## src/logic/eeprom_host_pkg.sv

```systemverilog
// constants for the host controller of a byte-wide self-timed eeprom
// assumes a 20 MHz system clock
`default_nettype none
package eeprom_host_pkg;
	localparam int unsigned CLK_HZ        = 20000000;
	localparam int unsigned CLK_NS        = 1000000000 / CLK_HZ;
	localparam int unsigned ADDR_W        = 11;
	localparam int unsigned COL_W         = 5;
	localparam int unsigned ROW_W         = 6;
	localparam int unsigned DATA_W        = 8;
	// pin timing in ns, T_DV_US in us and T_WC_MS in ms, least times round up
	localparam int unsigned T_AS_NS       = 10;
	localparam int unsigned T_WP_NS       = 150;
	localparam int unsigned T_AH_NS       = 70;
	localparam int unsigned T_DS_NS       = 50;
	localparam int unsigned T_OES_NS      = 10;
	localparam int unsigned T_OEH_NS      = 10;
	localparam int unsigned T_ACC_NS      = 350;
	localparam int unsigned T_DB_NS       = 200;
	localparam int unsigned T_NOISE_NS    = 20;
	localparam int unsigned T_DV_US       = 1;
	localparam int unsigned T_WC_MS       = 10;
	localparam int unsigned SETUP_CYC     =
		(T_AS_NS > T_OES_NS ? T_AS_NS : T_OES_NS) / CLK_NS + 1;
	localparam int unsigned WP_CYC        = (T_WP_NS + CLK_NS - 1) / CLK_NS;
	localparam int unsigned HOLD_CYC      = (T_AH_NS + CLK_NS - 1) / CLK_NS;
	localparam int unsigned ACC_CYC       = (T_ACC_NS + CLK_NS - 1) / CLK_NS;
	localparam int unsigned BUSY_WAIT_CYC = (T_DB_NS + CLK_NS - 1) / CLK_NS;
	localparam int unsigned DV_CYC        = T_DV_US * 1000 / CLK_NS;
	localparam int unsigned WC_CYC        = T_WC_MS * 1000000 / CLK_NS;
	localparam int unsigned CNT_W         = 20;
	localparam logic [7:0]  SELF_ID       = 8'h5a; // arbitrary value
endpackage : eeprom_host_pkg
`default_nettype wire

```

## src/logic/ready_sync.sv

```systemverilog
// two-stage synchroniser for the open-drain ready/busy line
// assumes the input is asynchronous to sys_clk
`timescale 1ns/1ps
`default_nettype none
module ready_sync (
	input  wire logic sys_clk,
	input  wire logic resetn,
	input  wire logic readyPin,
	output var  logic readySync
);
	logic stage1;
	logic next_stage1;
	logic next_readySync;

	always_comb begin
		next_stage1    = readyPin;
		next_readySync = stage1;
	end

	// both stages reset high: a pulled-up line reads ready
	always_ff @(posedge sys_clk or negedge resetn) begin
		if (!resetn) begin
			stage1    <= 1'b1;
			readySync <= 1'b1;
		end else begin
			stage1    <= next_stage1;
			readySync <= next_readySync;
		end
	end
endmodule : ready_sync
`default_nettype wire

```

## src/logic/eeprom_host.sv

```systemverilog
// host controller driving a 2K x 8 self-timed eeprom over its parallel pins
// assumes an external pull-up on the ready/busy line; one request at a time
`timescale 1ns/1ps
`default_nettype none
module eeprom_host
	import eeprom_host_pkg::*;
#(
	parameter int unsigned WC_TIMEOUT = WC_CYC
) (
	input  wire logic                sys_clk,
	input  wire logic                resetn,
	input  wire logic                reqValid,
	input  wire logic                reqWrite,
	input  wire logic [ADDR_W-1:0]   reqAddr,
	input  wire logic [DATA_W-1:0]   reqData,
	output var  logic                reqReady,
	output var  logic                rspValid,
	output var  logic [DATA_W-1:0]   rspData,
	output var  logic                rspTimeout,
	output var  logic                chipSelectn,
	output var  logic                outDriven,
	output var  logic                writeStroben,
	output var  logic [COL_W-1:0]    column_addr,
	output var  logic [ROW_W-1:0]    row_addr,
	output var  logic [DATA_W-1:0]   dataOut,
	output var  logic                dataOe,
	input  wire logic [DATA_W-1:0]   dataIn,
	input  wire logic                readyPin
);
	typedef enum logic [2:0] {
		ST_IDLE  = 3'b000,
		ST_SETUP = 3'b001,
		ST_PULSE = 3'b010,
		ST_HOLD  = 3'b011,
		ST_DBUSY = 3'b100,
		ST_BUSY  = 3'b101,
		ST_READ  = 3'b110
	} state_e;

	state_e            state;
	state_e            next_state;
	logic [CNT_W-1:0]  count;
	logic [CNT_W-1:0]  next_count;
	logic [DATA_W-1:0] dataIn1;
	logic [DATA_W-1:0] dataIn2;
	logic              readySync;
	logic              next_reqReady;
	logic              next_rspValid;
	logic [DATA_W-1:0] next_rspData;
	logic              next_rspTimeout;
	logic              next_chipSelectn;
	logic              next_outDriven;
	logic              next_writeStroben;
	logic [COL_W-1:0]  next_column_addr;
	logic [ROW_W-1:0]  next_row_addr;
	logic [DATA_W-1:0] next_dataOut;
	logic              next_dataOe;

	// ----------------------------------------------------------------
	// input synchronisers
	// ----------------------------------------------------------------
	ready_sync readySyncInst (
		.sys_clk   (sys_clk),
		.resetn    (resetn),
		.readyPin  (readyPin),
		.readySync (readySync)
	);

	always_ff @(posedge sys_clk or negedge resetn) begin
		if (!resetn) begin
			dataIn1 <= 8'h00;
			dataIn2 <= 8'h00;
		end else begin
			dataIn1 <= dataIn;
			dataIn2 <= dataIn1;
		end
	end

	// ----------------------------------------------------------------
	// pin sequencer
	// ----------------------------------------------------------------
	always_comb begin
		next_state        = state;
		next_count        = count;
		next_reqReady     = 1'b0;
		next_rspValid     = 1'b0;
		next_rspData      = rspData;
		next_rspTimeout   = 1'b0;
		next_chipSelectn  = chipSelectn;
		next_outDriven    = outDriven;
		next_writeStroben = writeStroben;
		next_column_addr  = column_addr;
		next_row_addr     = row_addr;
		next_dataOut      = dataOut;
		next_dataOe       = dataOe;
		case (state)
			ST_IDLE: begin
				// standby, data lines floated
				next_chipSelectn  = 1'b1;
				next_writeStroben = 1'b1;
				next_outDriven    = 1'b1;
				next_dataOe       = 1'b0;
				// a low level means the device is still writing
				next_reqReady     = readySync && !(reqValid && reqReady);
				if (reqValid && reqReady && readySync) begin
					next_column_addr = reqAddr[COL_W-1:0];
					next_row_addr    = reqAddr[ADDR_W-1:COL_W];
					next_chipSelectn = 1'b0;
					next_count       = '0;
					if (reqWrite) begin
						// drive held high keeps read mode off
						next_outDriven = 1'b1;
						next_dataOut   = reqData;
						next_dataOe    = 1'b1;
						next_state     = ST_SETUP;
					end else begin
						next_outDriven = 1'b0;
						next_state     = ST_READ;
					end
				end
			end
			ST_SETUP: begin
				next_count = count + 1'b1;
				if (count >= CNT_W'(SETUP_CYC - 1)) begin
					// falling strobe is the later edge: address latched
					next_writeStroben = 1'b0;
					next_count        = '0;
					next_state        = ST_PULSE;
				end
			end
			ST_PULSE: begin
				// pulse kept far above the noise floor
				next_count = count + 1'b1;
				if (count >= CNT_W'(WP_CYC - 1)) begin
					// rising strobe comes first: data latched here
					next_writeStroben = 1'b1;
					next_count        = '0;
					next_state        = ST_HOLD;
				end
			end
			ST_HOLD: begin
				next_count = count + 1'b1;
				if (count >= CNT_W'(HOLD_CYC - 1)) begin
					next_chipSelectn = 1'b1;
					next_dataOe      = 1'b0;
					next_count       = '0;
					next_state       = ST_DBUSY;
				end
			end
			ST_DBUSY: begin
				// let busy assert and cross the synchroniser
				next_count = count + 1'b1;
				if (count >= CNT_W'(BUSY_WAIT_CYC + 2)) begin
					next_count = '0;
					next_state = ST_BUSY;
				end
			end
			ST_BUSY: begin
				// no erase step: device erases before writing
				next_count = count + 1'b1;
				if (readySync) begin
					next_rspValid = 1'b1;
					next_state    = ST_IDLE;
				end else if (count >= CNT_W'(WC_TIMEOUT)) begin
					next_rspValid   = 1'b1;
					next_rspTimeout = 1'b1;
					next_state      = ST_IDLE;
				end
			end
			ST_READ: begin
				next_count = count + 1'b1;
				if (count >= CNT_W'(ACC_CYC + 1)) begin
					next_rspData     = dataIn2;
					next_rspValid    = 1'b1;
					next_chipSelectn = 1'b1;
					next_outDriven   = 1'b1;
					next_state       = ST_IDLE;
				end
			end
			default: begin
				next_state = ST_IDLE;
			end
		endcase
	end

	always_ff @(posedge sys_clk or negedge resetn) begin
		if (!resetn) begin
			state        <= ST_IDLE;
			count        <= '0;
			reqReady     <= 1'b0;
			rspValid     <= 1'b0;
			rspData      <= 8'h00;
			rspTimeout   <= 1'b0;
			chipSelectn  <= 1'b1;
			outDriven    <= 1'b1;
			writeStroben <= 1'b1;
			column_addr  <= 5'h00;
			row_addr     <= 6'h00;
			dataOut      <= 8'h00;
			dataOe       <= 1'b0;
		end else begin
			state        <= next_state;
			count        <= next_count;
			reqReady     <= next_reqReady;
			rspValid     <= next_rspValid;
			rspData      <= next_rspData;
			rspTimeout   <= next_rspTimeout;
			chipSelectn  <= next_chipSelectn;
			outDriven    <= next_outDriven;
			writeStroben <= next_writeStroben;
			column_addr  <= next_column_addr;
			row_addr     <= next_row_addr;
			dataOut      <= next_dataOut;
			dataOe       <= next_dataOe;
		end
	end
endmodule : eeprom_host
`default_nettype wire

```

## config.mk

```make
export PLATFORM = sky130hd
export DESIGN_NAME = eeprom_host
export DESIGN_NICKNAME = d
export VERILOG_FILES = /design/src/logic/eeprom_host_pkg.sv /design/src/logic/ready_sync.sv /design/src/logic/eeprom_host.sv
export SDC_FILE = /design/constraint.sdc
export NUM_CORES = 1
export LEC_CHECK = 0
export BUFFER_PORTS_ARGS = -buffer_cell sky130_fd_sc_hd__buf_4
export CORE_UTILIZATION = 50
export CTS_BUF_LIST = sky130_fd_sc_hd__clkbuf_16
export CTS_CLUSTER_SIZE = 12
export DETAILED_ROUTE_END_ITERATION = 10
export PLACE_DENSITY = 0.75
export SYNTH_ARGS = -nofsm -noshare
export SYNTH_HDL_FRONTEND = slang
export SYNTH_HIERARCHICAL = 1
export SYNTH_SLANG_ARGS = --single-unit
```

## constraint.sdc

```tcl
create_clock -name sys_clk -period 4.55 [get_ports sys_clk]
set_input_delay 0.2275 -clock sys_clk [delete_from_list [all_inputs] [get_ports sys_clk]]
set_output_delay 0.2275 -clock sys_clk [all_outputs]
set_load 0.02 [all_outputs]
```

==> summary.txt <==
Clock network
  – CTS resizes: 0
  – H-tree levels: 3
  – Clk pin slew, worst setup/hold paths: 0.05 ns
  – Maximum clock insertion buffer count: 2
  – Cts bufs inserted: 9
  – CTS Sinks: 75
  – Root Driver: clkbuf_16
  – Worst skew pair latency: 0.33 ns
  – CTS tree: yes
  – Setup bufs post-CTS: 0

Die
  – Die height: 82.1 um
  – Core area: 0.00606 sq mm
  – Std cell rows: 28
  – Total die area: 0.00674 sq mm
  – Top Ports: 66
  – Die Wd: 82.1 um
  – Initial Utilization: 0.529

Min path
  – Hold crit path type: in -> reg
  – Hold depth: 1
  – Hold endpoint: readySyncInst/next_readySync$_DFF_PN1_
  – Hold Path Origin: readyPin

STA
  – Worst-Margin Slew: 0.918 ns
  – Setup TNS: 0 ns
  – Final setup fails: 0
  – Clock skew: 0.00332 ns
  – Period utilisation layout: 0.610
  – Slew margin rel.: 0.386
  – Post-layout min period: 2.78 ns
  – RSZ-0062 raised after global routing: false
  – Final hold viol count: 0
  – Max Slew Vio Count: 0
  – Max Fclk: 360 MHz

Global route
  – Initial antenna violation count: 0
  – Tot GR Track Use: 0.215
  – Vias in the first global route: 2195
  – Final global-route overflow total: 0
  – Pin count of the biggest net entering global routing: 76
  – First-pass GRT wire length: 10500 um

Synthesis
  – Mean Syn Cell Area: 12.0 sq um
  – Register area share after synthesis: 0.587
  – Cell accounting for the most synthesized area: dfrtp_1
  – Syn nets: 304
  – Post-Synthesis Cells: 268
  – Complex-gate fraction of the synthesized area: 0.0671
  – Largest family of logic cells by synthesized area: simple AND/OR/NAND/NOR gates
  – Post-synthesis xor/xnor area fraction: 0.0410
  – Synth Register Bits: 75
  – Most common library cells after synthesis: 70 x dfrtp_1, 29 x nor2_1, 27 x mux2_2
  – FFs w/ async S/R, synth: 1.00
  – Post-Synth Adder-Cell Area: 0.0156
  – Yosys Warn Count: 6
  – Largest cells by area after synthesis: dfrtp_1 55%, mux2_2 9.5%, dfstp_2 4.1%
  – Synth cell types: 49
  – Commonest register cell after synthesis: dfrtp_1
  – Mux contribution to synthesized area: 0.0979
  – Synth Area in Simple Gates: 0.168
  – Count of flip-flops with a built-in enable after synthesis: 0
  – Post-synthesis cell area: 0.00321 sq mm
  – Top-count cell post-synth: dfrtp_1
  – Yosys top cell area share: 0.546

Route
  – Highest metal layer with signal wires: met4
  – Metal-1 WL: 2790 um
  – DRC viols: 0
  – Routed wl met3: 366 um
  – Overall via count from detail_route: 2295
  – 1st-iter DRT viols: 169
  – Initial DRT Pass Iterations: 4
  – Vias per cell: 5.44
  – Post-route ant nets: 0
  – Avg WL per Cell: 15.4 um
  – Final wirelength: 6480 um
  – WL met2: 3160 um

Placed design
  – Placement-stage cell area: 0.00374 sq mm
  – Port Buffers: 65
  – Routability Congestion: 0.814
  – Final HPWL DP: 4290 um

Setup path
  – Setup crit end kind: flop
  – RR Startpoint: state[1]$_DFFE_PN0P_
  – Reg2reg path depth: 4
  – Max FO, Critical Path: 18
  – Slowest cell on the critical path: nor2_1
  – Worst-path cell chain: or3_1 -> nor2_1 -> nand2_1 -> mux2_2
  – Crit Reg-Reg Endpoint: dataOut[0]$_DFFE_PN0P_
  – Crit-path max cell delay: 0.74 ns
  – CP Launch Type: flop
  – CP delay by family, top: simple AND/OR/NAND/NOR gates
  – Worst Path Arrival: 2.98 ns
  – Crit Path Class: reg -> reg
  – Worst path required time: 4.76 ns
  – Reg2reg setup slack: 1.77 ns
  – Worst Path Buf+Inv: 0

Pwr
  – Power, Total: 2.67 mW
  – P_leak: 1.94 nW
  – Cell Pwr Density: 648 mW/mm^2
  – Peak supply drop: 468 uV

Layout
  – Area occupied by multi-input gates: 0.00125 sq mm
  – ANT cells: 0
  – Design Area, Final: 0.00412 sq mm
  – Final Util: 0.679
  – Fraction of layout cells with a size suffix above 1: 0.343
  – Reg area: 0.00188 sq mm
  – Area grow syn2layout: 28.4%
  – Fillers: 441
  – Layout Nets: 378

Flow run
  – Number of max-cap violations: 0

Outcome
  – Status: finished, final reports clean
-- per-stage QoR --
step	setup slack, ns	instances	hold slack, ns
2_1_floorplan	2.62	268	-0.0681
3_3_place_gp	1.89	399	0.333
3_5_place_dp	1.81	399	0.336
4_1_cts	1.75	421	0.00105
5_1_grt	1.58	422	0.00677
6_report	1.77	422	0.0142
-- layer usage --
layer / global-route usage / vias to the layer above
li1: - / 1094
met1: 0.282 / 1098
met2: 0.334 / 87
met3: 0.0527 / 16
met4: 0.109 / 0
met5: 0 / -
-- logic make-up (layout without fill, tap and decap cells) --
logic type,Yosys count,after routing
AOI/OAI and AO/OA,29,29
muxes,28,28
adders and majority gates,4,4
buffers and inverters,15,94
and+or+nand+nor,102,102
xor gates and xnor gates,15,15
DFF,75,75
-- sequential cells by signal, summed over array words and instances, names as in the netlist --
signal                        count
chipSelectn                       1
readySyncInst/next_readySync      1
rspData                           8
dataOut                           8
rspValid                          1
state                             3
rspTimeout                        1
dataIn2                           8
row_addr                          6
dataOe                            1
column_addr                       5
dataIn1                           8
outDriven                         1
readySyncInst/readySync           1
count                            20
writeStroben                      1
reqReady                          1
-- area by class of cell --
| cell class | instances | share of cell area |
|---|---|---|
| clock inverter | 7 | 0.0204 |
| timing repair buffer | 72 | 0.136 |
| sequential | 75 | 0.457 |
| clock buffer | 9 | 0.0547 |
| inverter | 6 | 0.00547 |
| multi-input combinational | 178 | 0.304 |
| tap | 75 | 0.0228 |
-- cell usage in the layout (no fill, tap or decap), types with 2 or more instances in the layout --
| cell type | netlist | routed |
|---|---|---|
| clkinv_1 | 0 | 3 |
| o21ai_0 | 7 | 7 |
| and2_1 | 2 | 2 |
| nor4_1 | 3 | 3 |
| or3_1 | 3 | 3 |
| nand2_1 | 17 | 17 |
| mux2_2 | 27 | 27 |
| a22o_1 | 2 | 2 |
| a31oi_1 | 3 | 3 |
| inv_1 | 6 | 7 |
| nand4_1 | 5 | 5 |
| nor2b_1 | 4 | 4 |
| a21oi_1 | 5 | 5 |
| nand3_1 | 13 | 13 |
| dfstp_2 | 5 | 5 |
| dlygate4sd3_1 | 0 | 7 |
| xor2_1 | 8 | 8 |
| dfrtp_1 | 70 | 70 |
| clkbuf_16 | 0 | 9 |
| and4_1 | 2 | 2 |
| nor3_1 | 9 | 9 |
| nand2b_1 | 2 | 2 |
| or4_4 | 2 | 2 |
| bufinv_16 | 0 | 2 |
| xnor2_1 | 7 | 7 |
| nor2_1 | 29 | 29 |
| and3_1 | 3 | 3 |
| ha_1 | 4 | 4 |
| buf_4 | 1 | 65 |
-- where the power goes --
| group | switching (mW) | internal [mW] | leakage (nW) |
|---|---|---|---|
| registers | 0.146 | 0.835 | 0.963 |
| clock network | 0.253 | 0.473 | 0.153 |
| logic | 0.535 | 0.427 | 0.828 |
| total | 0.934 | 1.73 | 1.94 |
-- worst max-delay path by stage --
stage | depth (start not counted) | end | startpoint | slack [ns]
2_1_floorplan | 5 | rspData[0]$_DFFE_PN0P_ | count[6]$_DFFE_PN0P_ | 2.62
3_3_place_gp | 4 | dataOut[2]$_DFFE_PN0P_ | state[1]$_DFFE_PN0P_ | 1.89
3_5_place_dp | 4 | dataOut[0]$_DFFE_PN0P_ | state[1]$_DFFE_PN0P_ | 1.81
4_1_cts | 4 | dataOut[0]$_DFFE_PN0P_ | state[2]$_DFFE_PN0P_ | 1.75
5_1_grt | 4 | dataOut[0]$_DFFE_PN0P_ | state[1]$_DFFE_PN0P_ | 1.58
6_report | 4 | dataOut[0]$_DFFE_PN0P_ | state[1]$_DFFE_PN0P_ | 1.77
-- what timing repair did --
action	in CTS	in global routing
hold buffers	6	1
endpoints found under the setup margin	0	0
hold endpoints to repair	6	1
Note: power is estimated with default switching activity, not from simulation.
